$ cat config.mk
export PLATFORM = sky130hd
export DESIGN_NAME = smbus_slave
export DESIGN_NICKNAME = d
export VERILOG_FILES = /design/src/common/smbus_slave_pkg.sv /design/src/hdl/pin_sync.sv /design/src/hdl/byte_fifo.sv /design/src/hdl/smbus_slave.sv
export VERILOG_INCLUDE_DIRS = /design/src /design/src/common
export SDC_FILE = /design/constraint.sdc
export NUM_CORES = 1
export LEC_CHECK = 0
export CAP_MARGIN = 20
export CORE_UTILIZATION = 45
export DETAILED_ROUTE_END_ITERATION = 7
export DONT_BUFFER_PORTS = 1
export PLACE_DENSITY_LB_ADDON = 0.08
export SYNTH_ARGS = -nofsm -noshare
export SYNTH_HDL_FRONTEND = slang
export SYNTH_SLANG_ARGS = --single-unit
$ cat constraint.sdc
create_clock -name clock -period 6.54 [get_ports clock]
set_input_delay 0.654 -clock clock [delete_from_list [all_inputs] [get_ports clock]]
set_output_delay 0.654 -clock clock [all_outputs]
set_load 0.005 [all_outputs]
$ cat src/common/smbus_slave_defs.svh
`ifndef SMBUS_SLAVE_DEFS_SVH
`define SMBUS_SLAVE_DEFS_SVH

`define ADDR_DEFAULT    7'h2e
`define ADDR_SEL_BASE   6'h16
`define ARA_ADDR        7'h0c
`define BYTE_BITS       4'h8
`define ACK_CLOCK       4'h9
`define ADDR_LATCH_BIT  4'h7
`define STRAP_SETTLE    3'h7
`define TIMEOUT_MS      35
`define CLK_KHZ         200000
`define TIMEOUT_CYCLES  (`TIMEOUT_MS * `CLK_KHZ)
`define FIFO_WIDTH      16
`define FIFO_DEPTH      8

`endif

$ cat src/common/smbus_slave_pkg.sv
package smbus_slave_pkg;

    typedef enum logic [2:0]
    {
        st_idle,
        st_addr,
        st_rd_ack,
        st_wr,
        st_rd,
        st_ignore
    } state_t;

endpackage : smbus_slave_pkg

$ cat src/hdl/pin_sync.sv
`timescale 1ns/1ps
`default_nettype none

module pin_sync #(
    parameter int W = 1
) (
    input  wire logic         clock,
    input  wire logic         rst_n,
    input  wire logic [W-1:0] din,
    output logic      [W-1:0] dout
);

    logic [W-1:0] s1_ff;
    logic [W-1:0] s2_ff;
    logic [W-1:0] s3_ff;
    logic [W-1:0] out_ff;

    // Idle bus and straps read high until the pins settle
    always_ff @(posedge clock or negedge rst_n)
    begin
        if (!rst_n)
        begin
            s1_ff  <= '1;
            s2_ff  <= '1;
            s3_ff  <= '1;
            out_ff <= '1;
        end
        else
        begin
            s1_ff  <= din;
            s2_ff  <= s1_ff;
            s3_ff  <= s2_ff;
            out_ff <= (s2_ff & s3_ff) | (out_ff & (s2_ff ^ s3_ff));
        end
    end

    assign dout = out_ff;

endmodule : pin_sync

`default_nettype wire

$ cat src/hdl/byte_fifo.sv
`timescale 1ns/1ps
`default_nettype none

module byte_fifo #(
    parameter int WIDTH = 16,
    parameter int DEPTH = 8
) (
    input  wire logic             clock,
    input  wire logic             rst_n,
    input  wire logic             in_valid,
    output logic                  in_ready,
    input  wire logic [WIDTH-1:0] in_data,
    output logic                  out_valid,
    input  wire logic             out_ready,
    output logic      [WIDTH-1:0] out_data
);

    localparam int AW = $clog2(DEPTH);

    logic [WIDTH-1:0] mem_ff [DEPTH];
    logic [AW-1:0]    wr_ff;
    logic [AW-1:0]    rd_ff;
    logic [AW:0]      cnt_ff;

    wire do_push = in_valid & in_ready;
    wire do_pop  = out_valid & out_ready;

    assign in_ready  = (cnt_ff != (AW+1)'(DEPTH));
    assign out_valid = (cnt_ff != '0);
    assign out_data  = mem_ff[rd_ff];

    always_ff @(posedge clock)
    begin
        if (do_push)
            mem_ff[wr_ff] <= in_data;
    end

    always_ff @(posedge clock or negedge rst_n)
    begin
        if (!rst_n)
        begin
            wr_ff  <= '0;
            rd_ff  <= '0;
            cnt_ff <= '0;
        end
        else
        begin
            if (do_push)
                wr_ff <= (wr_ff == AW'(DEPTH-1)) ? '0 : wr_ff + 1'b1;
            if (do_pop)
                rd_ff <= (rd_ff == AW'(DEPTH-1)) ? '0 : rd_ff + 1'b1;
            cnt_ff <= cnt_ff + (AW+1)'(do_push) - (AW+1)'(do_pop);
        end
    end

endmodule : byte_fifo

`default_nettype wire

$ cat src/hdl/smbus_slave.sv
`timescale 1ns/1ps
`default_nettype none
`include "smbus_slave_defs.svh"

module smbus_slave #(
    parameter int unsigned TIMEOUT_CYCLES = `TIMEOUT_CYCLES
) (
    input  wire logic       clock,
    input  wire logic       rst_n,
    input  wire logic       scl_in,
    input  wire logic       sda_in,
    output logic            sda_out,
    output logic            sda_oe,
    output logic            alert_out,
    output logic            alert_oe,
    input  wire logic       address_strap_select_pin,
    input  wire logic       addr_select_pin,
    input  wire logic       timeout_disable,
    input  wire logic       alert_cond,
    input  wire logic       status_read,
    output logic      [7:0] rd_ptr,
    input  wire logic [7:0] rd_data,
    output logic            wr_valid,
    input  wire logic       wr_ready,
    output logic      [7:0] wr_addr,
    output logic      [7:0] wr_data
);

    smbus_slave_pkg::state_t state_ff;

    logic [3:0]  sync_q;
    logic        scl_d_ff;
    logic        sda_d_ff;
    logic [3:0]  cnt_ff;
    logic [7:0]  rx_ff;
    logic [7:0]  tx_ff;
    logic        sda_oe_ff;
    logic [1:0]  byte_idx_ff;
    logic [7:0]  ptr_ff;
    logic [6:0]  own_ff;
    logic        frozen_ff;
    logic [6:0]  sel_addr_ff;
    logic [2:0]  init_cnt_ff;
    logic        strap_ok_ff;
    logic        ara_ff;
    logic        ara_done_ff;
    logic        status_seen_ff;
    logic        alert_ff;
    logic [22:0] idle_cnt_ff;
    logic        fifo_in_ready;
    logic [15:0] fifo_out;

    // Pins come from another domain, so all pass the three-stage filter
    pin_sync #(
        .W (4)
    ) u_sync (
        .clock (clock),
        .rst_n (rst_n),
        .din   ({scl_in, sda_in, address_strap_select_pin, addr_select_pin}),
        .dout  (sync_q)
    );

    wire scl_s     = sync_q[3];
    wire sda_s     = sync_q[2];
    wire strap_sel = sync_q[1];
    wire strap_bit = sync_q[0];

    wire scl_rise  = scl_s & ~scl_d_ff;
    wire scl_fall  = ~scl_s & scl_d_ff;
    wire start_det = scl_s & scl_d_ff & sda_d_ff & ~sda_s;
    wire stop_det  = scl_s & scl_d_ff & ~sda_d_ff & sda_s;
    wire bus_moved = (scl_s ^ scl_d_ff) | (sda_s ^ sda_d_ff);

    wire       in_frame  = (state_ff != smbus_slave_pkg::st_idle);
    wire       timed_out = in_frame & ~timeout_disable &
                           (idle_cnt_ff == 23'(TIMEOUT_CYCLES - 1));
    wire       abort     = start_det | stop_det | timed_out;

    wire [6:0] cur_addr  = frozen_ff ? own_ff : sel_addr_ff;
    wire       own_hit   = (rx_ff[7:1] == cur_addr);
    wire       ara_hit   = (rx_ff[7:1] == `ARA_ADDR) & rx_ff[0] & alert_ff;
    wire       addr_ack  = own_hit | ara_hit;
    wire       byte_end  = scl_fall & (cnt_ff == `BYTE_BITS) & ~abort;
    wire       ack_end   = scl_fall & (cnt_ff == `ACK_CLOCK) & ~abort;
    wire       bit_fall  = scl_fall & (cnt_ff != '0) & (cnt_ff < `BYTE_BITS) & ~abort;
    wire       in_wr     = (state_ff == smbus_slave_pkg::st_wr);
    wire       in_rd     = (state_ff == smbus_slave_pkg::st_rd);
    // Byte index counts the address byte as zero
    wire       push_now  = byte_end & in_wr & (byte_idx_ff == 2'h2);
    wire       ara_sent  = byte_end & in_rd & ara_ff;
    wire       lost_arb  = scl_rise & in_rd & (cnt_ff < `BYTE_BITS) &
                           ~sda_oe_ff & ~sda_s;
    wire       alert_rel = ara_done_ff & status_seen_ff & ~alert_cond;
    wire       latch_own = scl_rise & ~abort & ~frozen_ff & (cnt_ff == `ADDR_LATCH_BIT) &
                           (state_ff == smbus_slave_pkg::st_addr) &
                           (rx_ff[6:0] == sel_addr_ff);

    always_ff @(posedge clock or negedge rst_n)
    begin
        if (!rst_n)
        begin
            scl_d_ff <= 1'b1;
            sda_d_ff <= 1'b1;
        end
        else
        begin
            scl_d_ff <= scl_s;
            sda_d_ff <= sda_s;
        end
    end

    // Straps are caught once the filter has settled after reset
    always_ff @(posedge clock or negedge rst_n)
    begin
        if (!rst_n)
        begin
            init_cnt_ff <= '0;
            strap_ok_ff <= 1'b0;
            sel_addr_ff <= `ADDR_DEFAULT;
        end
        else if (!strap_ok_ff)
        begin
            init_cnt_ff <= init_cnt_ff + 3'h1;
            if (init_cnt_ff == `STRAP_SETTLE)
            begin
                strap_ok_ff <= 1'b1;
                sel_addr_ff <= strap_sel ? `ADDR_DEFAULT : {`ADDR_SEL_BASE, strap_bit};
            end
        end
    end

    // Later strap changes have no effect once frozen
    always_ff @(posedge clock or negedge rst_n)
    begin
        if (!rst_n)
        begin
            frozen_ff <= 1'b0;
            own_ff    <= '0;
        end
        else if (latch_own)
        begin
            frozen_ff <= 1'b1;
            own_ff    <= sel_addr_ff;
        end
    end

    // Any edge on either line counts as activity
    always_ff @(posedge clock or negedge rst_n)
    begin
        if (!rst_n)
            idle_cnt_ff <= '0;
        else if (bus_moved || !in_frame || timed_out)
            idle_cnt_ff <= '0;
        else
            idle_cnt_ff <= idle_cnt_ff + 23'h1;
    end

    // Bit sampling on rising clock
    always_ff @(posedge clock or negedge rst_n)
    begin
        if (!rst_n)
            rx_ff <= '0;
        else if (scl_rise && cnt_ff < `BYTE_BITS)
            rx_ff <= {rx_ff[6:0], sda_s};
    end

    // Pointer changes only on the first byte of a write
    always_ff @(posedge clock or negedge rst_n)
    begin
        if (!rst_n)
            ptr_ff <= '0;
        else if (byte_end && in_wr && byte_idx_ff == 2'h1)
            ptr_ff <= rx_ff;
    end

    always_ff @(posedge clock or negedge rst_n)
    begin
        if (!rst_n)
        begin
            state_ff    <= smbus_slave_pkg::st_idle;
            cnt_ff      <= '0;
            tx_ff       <= '0;
            sda_oe_ff   <= 1'b0;
            byte_idx_ff <= '0;
            ara_ff      <= 1'b0;
        end
        else if (start_det)
        begin
            state_ff    <= smbus_slave_pkg::st_addr;
            cnt_ff      <= '0;
            byte_idx_ff <= '0;
            sda_oe_ff   <= 1'b0;
            ara_ff      <= 1'b0;
        end
        else if (stop_det || timed_out)
        begin
            state_ff  <= smbus_slave_pkg::st_idle;
            sda_oe_ff <= 1'b0;
        end
        else if (lost_arb)
        begin
            state_ff  <= smbus_slave_pkg::st_ignore;
            sda_oe_ff <= 1'b0;
        end
        else if (scl_rise && in_frame)
        begin
            cnt_ff <= (cnt_ff < `BYTE_BITS) ? cnt_ff + 4'h1 : `ACK_CLOCK;
        end
        else if (byte_end)
        begin
            // Eighth clock fall: acknowledge decided here, driven while clock low
            case (state_ff)
                smbus_slave_pkg::st_addr:
                begin
                    if (addr_ack)
                    begin
                        sda_oe_ff <= 1'b1;
                        ara_ff    <= ara_hit;
                        tx_ff     <= ara_hit ? {cur_addr, 1'b0} : rd_data;
                        state_ff  <= rx_ff[0] ? smbus_slave_pkg::st_rd_ack
                                              : smbus_slave_pkg::st_wr;
                    end
                    else
                        state_ff <= smbus_slave_pkg::st_ignore;
                end
                smbus_slave_pkg::st_wr:
                begin
                    if (byte_idx_ff == 2'h1 || (byte_idx_ff == 2'h2 && fifo_in_ready))
                        sda_oe_ff <= 1'b1;
                    else
                        state_ff <= smbus_slave_pkg::st_ignore;
                end
                smbus_slave_pkg::st_rd:
                    sda_oe_ff <= 1'b0;
                default:
                    sda_oe_ff <= 1'b0;
            endcase
        end
        else if (ack_end)
        begin
            cnt_ff      <= '0;
            byte_idx_ff <= byte_idx_ff + 2'h1;
            case (state_ff)
                smbus_slave_pkg::st_rd_ack:
                begin
                    state_ff  <= smbus_slave_pkg::st_rd;
                    sda_oe_ff <= ~tx_ff[7];
                    tx_ff     <= {tx_ff[6:0], 1'b1};
                end
                smbus_slave_pkg::st_rd:
                begin
                    state_ff  <= smbus_slave_pkg::st_ignore;
                    sda_oe_ff <= 1'b0;
                end
                default:
                    sda_oe_ff <= 1'b0;
            endcase
        end
        else if (bit_fall && in_rd)
        begin
            sda_oe_ff <= ~tx_ff[7];
            tx_ff     <= {tx_ff[6:0], 1'b1};
        end
    end

    // Alert holds until answered, status seen and the cause is gone
    always_ff @(posedge clock or negedge rst_n)
    begin
        if (!rst_n)
        begin
            alert_ff       <= 1'b0;
            ara_done_ff    <= 1'b0;
            status_seen_ff <= 1'b0;
        end
        else
        begin
            alert_ff <= alert_cond | (alert_ff & ~alert_rel);
            // A fresh answer outranks the release of the old one
            if (ara_sent)
                ara_done_ff <= 1'b1;
            else if (alert_rel)
                ara_done_ff <= 1'b0;
            if (alert_rel)
                status_seen_ff <= 1'b0;
            else if (status_read && ara_done_ff)
                status_seen_ff <= 1'b1;
        end
    end

    // Full buffer refuses the data byte rather than dropping it
    byte_fifo #(
        .WIDTH (`FIFO_WIDTH),
        .DEPTH (`FIFO_DEPTH)
    ) u_fifo (
        .clock     (clock),
        .rst_n     (rst_n),
        .in_valid  (push_now),
        .in_ready  (fifo_in_ready),
        .in_data   ({ptr_ff, rx_ff}),
        .out_valid (wr_valid),
        .out_ready (wr_ready),
        .out_data  (fifo_out)
    );

    assign wr_addr   = fifo_out[15:8];
    assign wr_data   = fifo_out[7:0];
    assign rd_ptr    = ptr_ff;
    assign sda_out   = 1'b0;
    assign sda_oe    = sda_oe_ff;
    assign alert_out = 1'b0;
    assign alert_oe  = alert_ff;

endmodule : smbus_slave

`default_nettype wire

Word-level counts from Yosys, hierarchy flattened
Memory sizes are Yosys's and may differ from the RTL's.
Cells that the tools add are included.

word-level totals
  register bits after elaboration = 108
  bits in writable memories = 128
  output and inout port bits = 29
  logic and storage cells = 224
  memories kept = 1

operators by class
  add/sub/neg operators = 8
  order comparisons = 1
  equality and inequality tests = 30
  muxes and demuxes = 62
  bitwise operators = 63
  reductions and logical operators = 33

memory list
  memory         words  bits a word  read ports  clocked after memory_dff  wr ports  RTL line         text
  u_fifo.mem_ff  8      16           1           0                         1         byte_fifo.sv:20  logic [WIDTH-1:0] mem_ff [DEPTH];

operator list
  cell                                                              number
  8-bit 2-to-1 mux                                                  7
  1-bit bitwise AND                                                 36
  3-bit 2-to-1 mux                                                  10
  4-bit 2-to-1 mux                                                  7
  1-bit 2-to-1 mux                                                  26
  23-bit by 1-bit adder with 23-bit output (second input constant)  1
  23-bit == test (second input constant)                            1
  23-bit 2-to-1 mux                                                 1
  1-bit inverter                                                    16
  7-bit == test                                                     2
  2-bit 2-to-1 mux                                                  7
  3-bit == test (second input constant)                             4
  3-bit case mux with 2 select lines                                2
  2-bit nonzero test                                                6
  6-bit nonzero test                                                2
  2-bit inequality test (second input constant)                     5
  5-bit AND reduction                                               2
  3-bit by 1-bit adder with 3-bit output (second input constant)    3
  3-bit nonzero test                                                3
  4-bit bitwise AND                                                 2
  4-bit == test (second input constant)                             2
  4-bit inequality test (second input constant)                     2
  4-bit AND reduction                                               2
  8-bit AND reduction                                               1
  30 further kinds                                                  47

Longest topological paths before layout
Gate-level depths: netlist (run 1).

  depth in word-level cells = 15
  mapped depth = 11
  gate-level depth less buffers = 11

Modules after synthesis
Synthesis (run 1) repeated with hierarchy kept, for this count alone.

second synthesis, totals
  cells, all modules = 637
  area total of the unflattened synthesis = 9983.3 sq um

modules (own cells, without submodules)
  module       times used  cells an instance  area an instance (sq um)  sequential area each (sq um)
  byte_fifo    1           243                5556.6                    4093.9
  smbus_slave  1           370                3926.3                    1805.5
  pin_sync     1           24                 500.5                     420.4

Least setup slack after synthesis (run 1)
Ideal clock, no wire load.

  path kind = flip-flop to flip-flop
  from = register scl_d_ff
  to = memory u_fifo.mem_ff[4][0], enable pin
  setup time = 413 ps
  arrival = 3153 ps
  data required time = 6127 ps
  setup slack = 2974 ps
  stages on the path, launching flop included = 9
  path buffers = 0
  clock period less this slack = 3566 ps
  cell sequence = dfstp_2 -> ha_1 -> nand4b_1 -> a21oi_1 -> a21boi_2 -> nand4_1 -> inv_2 -> nand2b_1 -> nor3b_1

on the way
  word-level cells in the longest chain between the ends = 12
  elaborated cells on any way between the ends = 16

RTL lines
  element                                            RTL line                              text
  start: declaration                                 smbus_slave.sv:32                     logic scl_d_ff;
  start signal: assignment                           smbus_slave.sv:107                    scl_d_ff <= scl_s;
  1-bit bitwise AND                                  smbus_slave.sv:70, smbus_slave.sv:71
  1-bit bitwise AND (on tied branches) (2 in a row)  smbus_slave.sv:70, smbus_slave.sv:71
  1-bit OR (2 in a row)                              smbus_slave.sv:77                     wire abort = start_det | stop_det | timed_out;
  1-bit inverter                                     smbus_slave.sv:83                     wire byte_end = scl_fall & (cnt_ff == `BYTE_BITS) & ~abort;
  1-bit bitwise AND (*)                              smbus_slave.sv:83
  1-bit bitwise AND (*) (2 in a row)                 smbus_slave.sv:89                     wire push_now = byte_end & in_wr & (byte_idx_ff == 2'h2);
  1-bit bitwise AND (*)                              byte_fifo.sv:25                       wire do_push = in_valid & in_ready;
  via u_fifo.do_push                                 byte_fifo.sv:25
  1-bit 2-to-1 mux (*)                               byte_fifo.sv:34                       if (do_push)
  1-bit 2-to-1 mux (implied by the code) (*)         byte_fifo.sv:35                       mem_ff[wr_ff] <= in_data;
  end: declaration                                   byte_fifo.sv:20

The timed path passes the listed nets; every way through them passes the cells marked *.

Worst setup path after layout (run 1)
  from = register cnt_ff[0]
  to = memory u_fifo.mem_ff[4][13], enable pin

on the way
  word-level cells in the longest chain between the ends = 8

RTL lines
  element                                 RTL line            text
  start: declaration                      smbus_slave.sv:34   logic [3:0] cnt_ff;
  start signal: assignment                smbus_slave.sv:207  cnt_ff <= (cnt_ff < `BYTE_BITS) ? cnt_ff + 4'h1 : `ACK_CLOCK;
  4-bit == test (no line)                 --
  1-bit bitwise AND (2 in a row)          smbus_slave.sv:83
  1-bit bitwise AND (2 in a row)          smbus_slave.sv:89
  1-bit bitwise AND                       byte_fifo.sv:25
  via u_fifo.do_push                      byte_fifo.sv:25
  1-bit 2-to-1 mux                        byte_fifo.sv:34
  1-bit 2-to-1 mux (implied by the code)  byte_fifo.sv:35

The timed path passes the listed nets, and every way through them passes these cells.

==> out/qor.yml, run 1 <==
clock_network:
  post_cts_buffers: 0
  clk_path_buf_depth: 3
  root_buffer: "clkbuf_16"
  cts_resized: 0
  clk_pin_slew_ps: 60
  clock_latency_ps: 510
  postCtsHoldBufs: 1
  cts_buffers: 24
  htree_levels: 1
  cts_tree: "done"
  cts_sinks: 226
logic_synthesis:
  async_reset_ff_frac: 0.434
  synth-main-ff-cell: "edfxtp_1"
  ys_warn_count: 0
  postSynthAreaPerCell_sq_um: 15.2
  synth_top_area_share: 0.395
  synth.area.top_cells: "edfxtp_1 (40%), dfrtp_1 (20%), mux4_2 (7.4%)"
  synth.cell_area_sq_um: 9730
  syn-instance-count: 638
  ys_ff_latch: 226
  yosys.area.top_type: "edfxtp_1"
  synth_edf_count: 128
  ys_seq_area_frac: 0.650
  ys_types: 62
worst_setup_path:
  reg2reg_depth: 10
  reg2reg_from: "cnt_ff[0]"
  critPathRequiredTime_ps: 6730
  endpoint_kind: "register"
  cp-start-kind: "register"
  worstPathArrival_ps: 3720
  reg2reg_to: "u_fifo.mem_ff[4][13]"
  path_class: "register to register"
  regToRegSetupSlack_ps: 3010
  cp_max_fo: 19
finish:
  fin_nets: 699
  area_growth_pct: 11.9
  mostFrequentLayoutCell: "edfxtp_1"
  num_antenna_cells: 0
  layout-drive-gt1-share: 0.253
  layout_common_cells: "edfxtp_1 (128), dfrtp_1 (77), mux2_2 (51)"
  fillCellCount: 1763
detailed_routing:
  top_layer_used: "met4"
  met1Wirelength_mm: 7.50
  drt_wl_total_mm: 19.0
  wl_met3_mm: 1.09
  viasPerCell: 5.48
  post_drt_wl_per_cell_microns: 20.1
  met2_length_mm: 9.91
  dr.pass1.iters: 4
  dr.first_iter.drc_count: 280
  drc: 0
  num_vias: 5191
  ant_nets: 0
sta:
  relSlewSlack: 0.385
  tns_ps: 0
  hold_violations: 0
  setup_violations: 0
  fin_skew_ps: 9.82
  min_period_ps: 3530
  grt_setup_unrepaired: "false"
  fin_crit_sh: 0.539
  worst_slew_pin_slew_ps: 911
  drv_slew: 0
  max_freq_ghz: 0.283
pwr:
  vdd_drop_max_mv: 0.202
  power_density_nw_per_um2: 351
  power.internal_uw: 2780
  swShare: 0.273
  power_uw: 3820
  leakagePower_uw: 0.00406
  pwr-share-comb: 0.165
  p_seq_frac: 0.493
  power_frac_clock: 0.341
  p_switching_uw: 1040
die:
  rows: 53
  core_sq_um: 21100
  die_w_microns: 149
  start_util: 0.461
  ios: 47
  dieHeight_microns: 149
  die_area_sq_um: 22200
placed_design:
  dp_hpwl_mm: 12.7
  portBuffers: 0
  gp_congestion: 0.925
global_routing:
  grt_use_total: 0.179
  grt_pass1_vias: 5552
  grt_antenna_before_repair: 0
  grt_max_degree: 99
  grt_pass1_wl_mm: 30.2
  grt_overflow: 0
min_path:
  min_path_type: "input port to async pin"
run:
  maxCapViolations: 0
run_status:
  status: "completed"
-- layer usage --
metal  GRT usage  vias to the layer above
met5           0                        -
met4      0.0638                        0
met3      0.0370                       38
met2       0.323                      122
met1       0.212                     2622
li1            -                     2409
-- flip-flops by register name, indices dropped and copies added (netlist names), 8 cells and up --
name / flops
rd_ptr: 8
rx_ff: 8
idle_cnt_ff: 23
u_fifo.mem_ff: 128
tx_ff: 8
-- power by group through the flow --
stage,Combinational (uW),Clock [uW],Sequential (uW)
after floorplan,572,0,1770
after global placement,621,0,1910
after detailed placement,631,0,1920
after CTS,647,1350,1890
after global routing,703,1400,1910
final,632,1300,1880
-- Yosys cell counts (3+ instances only) --
master / instances
nand4_1: 13
mux2i_1: 9
nor3b_1: 5
xor2_1: 19
xnor2_1: 10
nor3_1: 9
clkbuf_1: 12
nand3_1: 14
edfxtp_1: 128
dfstp_2: 19
buf_1: 3
a211oi_1: 3
dfrtp_1: 79
inv_1: 28
and3_1: 4
nor2b_1: 4
nor2_1: 50
o21ai_0: 6
nand2_1: 36
and4b_1: 3
or2_2: 4
a31oi_1: 4
a21oi_1: 12
mux2_2: 51
mux4_2: 32
and2_1: 3
nand2b_1: 5
ha_1: 25
a21o_1: 7
-- cell type report --
| type | count | area, sq um | share of cell area |
|---|---|---|---|
| Sequential cell | 226 | 6320 | 0.581 |
| Multi-Input combinational cell | 364 | 3240 | 0.298 |
| Clock buffer | 35 | 711 | 0.0653 |
| Tap cell | 275 | 344 | 0.0316 |
| Inverter | 29 | 109 | 0.0100 |
| Timing Repair Buffer | 10 | 95.1 | 0.00874 |
| Clock inverter | 9 | 63.8 | 0.00586 |
-- per-stage QoR --
stage	utilization	hold WS (ps)	setup slack, ps	std cells	cell area (sq um)
detailed placement	0.478	347	3010	903	10100
finish	0.516	51.2	3010	948	10900
global placement	0.478	345	3200	903	10100
global route	0.516	97.4	2670	948	10900
CTS	0.516	80.6	2970	948	10900
floorplan	-	345	2970	639	9730
-- logic make-up after synthesis --
logic type	after synthesis	synth area share
flip-flops	226	0.650
AND/OR/NAND/NOR	167	0.0895
multiplexers	92	0.142
buffers and inverters	49	0.0207
AO/OA/AOI/OAI	48	0.0369
XOR/XNOR	29	0.0261
adder cells (fa/ha/maj)	26	0.0342
other	1	0.000386
-- how the worst max path moves through the flow --
| stage | end | cells past startpoint | start | slack (ps) |
|---|---|---|---|---|
| floorplan | u_fifo.mem_ff[4][0] | 8 | scl_d_ff | 2970 |
| global placement | u_fifo.mem_ff[4][12] | 9 | scl_d_ff | 3200 |
| detailed placement | u_fifo.mem_ff[4][12] | 10 | cnt_ff[0] | 3010 |
| CTS | u_fifo.mem_ff[4][14] | 10 | cnt_ff[0] | 2970 |
| global route | u_fifo.mem_ff[4][13] | 10 | cnt_ff[0] | 2670 |
| finish | u_fifo.mem_ff[4][13] | 10 | cnt_ff[0] | 3010 |
-- critical path, stage by stage, from the launching register on --
cell,delay (ps)
dfrtp_1,440
inv_1,80
ha_1,260
nand4b_1,280
a21oi_1,250
a21boi_2,690
nand4_1,350
inv_2,170
nand2b_1,170
nor3b_2,220
buf_4,280
Note: power is estimated with default switching activity, not from simulation.
==> run 2, diff against run 1 <==
==> constraint.sdc (replaced) <==
create_clock -name clock -period 3.41 [get_ports clock]
set_input_delay 0.341 -clock clock [delete_from_list [all_inputs] [get_ports clock]]
set_output_delay 0.341 -clock clock [all_outputs]
set_load 0.005 [all_outputs]
==> run 2 against run 1 <==
  * Register-to-register slack got worse by 2500 ps
  * Sequential power grew 87%
  * Die area did not move
  * Design area is 1.5% higher
  * Worst setup slack worse by 2500 ps
  * Total power is 98% higher
  * Global-route usage decreased by 0.28 points
  * Largest power group unchanged
==> out/qor.yml, run 2 (synthesis gave the netlist of run 1 again) <==
sta:
  min_period_ps: 2910
  tns_ps: 0
  worst_slack_ps: 498
  worst_slew_pin_slew_ps: 903
  grt_setup_unrepaired: "false"
  drv_slew: 0
  relSlewSlack: 0.398
  fin_skew_ps: 13.3
  fin_crit_sh: 0.854
  max_freq_ghz: 0.343
  worst_hold_slack_ps: 31.5
  setup_violations: 0
  hold_violations: 0
pwr:
  vdd_drop_max_mv: 0.392
  p_seq_frac: 0.465
  power.internal_uw: 5520
  swShare: 0.268
  pwr-share-comb: 0.176
  power_density_nw_per_um2: 683
  power_frac_clock: 0.359
  p_switching_uw: 2020
  leakagePower_uw: 0.00410
placed_design:
  gp_congestion: 0.850
  dp_hpwl_mm: 12.2
  portBuffers: 0
  post-place-ws_ps: 505
detailed_routing:
  ant_nets: 0
  viasPerCell: 5.47
  num_vias: 5241
  dr.first_iter.drc_count: 229
  dr.pass1.iters: 5
  drc: 0
  drt_wl_total_mm: 18.6
  post_drt_wl_per_cell_microns: 19.4
clock_network:
  post_cts_buffers: 0
  cts_buffers: 24
  clock_latency_ps: 520
  htree_levels: 1
  clk_path_buf_depth: 3
  cts_sinks: 226
  clk_pin_slew_ps: 60
  cts_tree: "done"
  root_buffer: "clkbuf_16"
die:
  rows: 53
  die_w_microns: 149
  core_sq_um: 21100
  start_util: 0.461
  ios: 47
  dieHeight_microns: 149
  die_area_sq_um: 22200
worst_setup_path:
  path_class: "register to register"
  slowest_delay_ps: 430
  cp-startpoint: "cnt_ff[0]"
  critPathSlowestCell: "dfrtp_1"
  crit_end: "u_fifo.mem_ff[4][7]"
  cp_max_fo: 16
  reg2reg_to: "u_fifo.mem_ff[4][7]"
  endpoint_kind: "register"
  regToRegSetupSlack_ps: 500
  cp-start-kind: "register"
  reg2reg_from: "cnt_ff[0]"
  path_cells: "inv_1 > ha_1 > nand4b_1 > a21oi_1 > a21boi_2 > nand4_1 > inv_2 > nand2b_1 > nor3b_2 > buf_4"
  critPathRequiredTime_ps: 3610
  worstPathArrival_ps: 3110
  reg2reg_depth: 10
run_status:
  status: "completed"
min_path:
  worst_hold_startpoint: "status_read"
  min_path_type: "input port to register"
finish:
  num_antenna_cells: 0
  layout-drive-gt1-share: 0.259
  mostFrequentLayoutCell: "edfxtp_1"
  largest_reg_flops: 128
  fillCellCount: 1763
  top_regs: "u_fifo.mem_ff (128), idle_cnt_ff (23)"
  area_growth_pct: 13.6
  regArea_sq_um: 6320
  multiInputGateArea_sq_um: 3240
  fin_nets: 709
  layout_common_cells: "edfxtp_1 (128), dfrtp_1 (78), mux2_2 (51)"
  max_flop_register: "u_fifo.mem_ff"
global_routing:
  grt_use_total: 0.177
  grt_pass1_vias: 5505
  grt_overflow: 0
  grt_max_degree: 99
  grt_pass1_wl_mm: 29.9
  grt_antenna_before_repair: 0
run:
  maxCapViolations: 0
## run 2: cell count changes in the layout (fill, tap and decap cells not counted), moves of 2 or more
cell / before / now
dlygate4sd3_1: 0 / 6
clkbuf_4: 2 / 0
clkbuf_8: 4 / 0
clkinv_2: 3 / 7
clkinv_1: 5 / 2
buf_4: 9 / 12
bufinv_16: 1 / 5
## run 2: cell type report
cell class / instances / share of cell area
Multi-Input combinational cell: 364 / 0.293
Clock buffer: 27 / 0.0554
Timing Repair Buffer: 20 / 0.0179
Sequential cell: 226 / 0.572
Inverter: 29 / 0.00985
Clock inverter: 17 / 0.0204
Tap cell: 275 / 0.0311
## run 2: per-layer routing
metal / global-route usage / up-vias / part of all wire
met5: 0 / - / 0
met3: 0.0367 / 24 / 0.044
met2: 0.313 / 92 / 0.51
met1: 0.220 / 2691 / 0.42
met4: 0.0434 / 0 / 0.020
li1: - / 2434 / -
## run 2: power by group through the flow
stage               clock (uW)  combinational (uW)  sequential (uW)
finish                    2710                1330             3510
global route              2880                1480             3550
CTS                       2790                1370             3520
detailed placement           0                1330             3570
global placement             0                1300             3550
floorplan                    0                1100             3390
## run 2: how the worst min path moves through the flow
| stage | cells after the start | endpoint | slack, ps |
|---|---|---|---|
| 2_1_floorplan | 0 | alert_oe | 50 |
| 5_1_grt | 2 | status_seen_ff | 40 |
| 4_1_cts | 2 | status_seen_ff | 9 |
| 3_5_place_dp | 0 | cnt_ff[3] | 50 |
| 6_report | 2 | status_seen_ff | 30 |
| 3_3_place_gp | 0 | cnt_ff[1] | 50 |
## run 2: worst max-delay path: cells and delay by family, from the launching register on
family                   cells  cell delay [ps]
flip-flops                   1              430
adder cells (fa/ha/maj)      1              240
AO/OA/AOI/OAI                2              450
buffers and inverters        3              550
AND/OR/NAND/NOR              4              920
## run 2: timing repair
| item | CTS | global route |
|---|---|---|
| hold buffers | 7 | 0 |
| gates resized for setup | 0 | 0 |
| endpoints found under the hold margin | 104 | 0 |
## run 2: stage by stage
step / cell area, sq um / total power (uW) / utilization / std cells
after floorplan: 9760 / 4480 / - / 639
after global placement: 10100 / 4850 / 0.480 / 907
after detailed placement: 10100 / 4900 / 0.480 / 907
after CTS: 11000 / 7680 / 0.524 / 958
after global routing: 11000 / 7910 / 0.524 / 958
final: 11000 / 7550 / 0.524 / 958
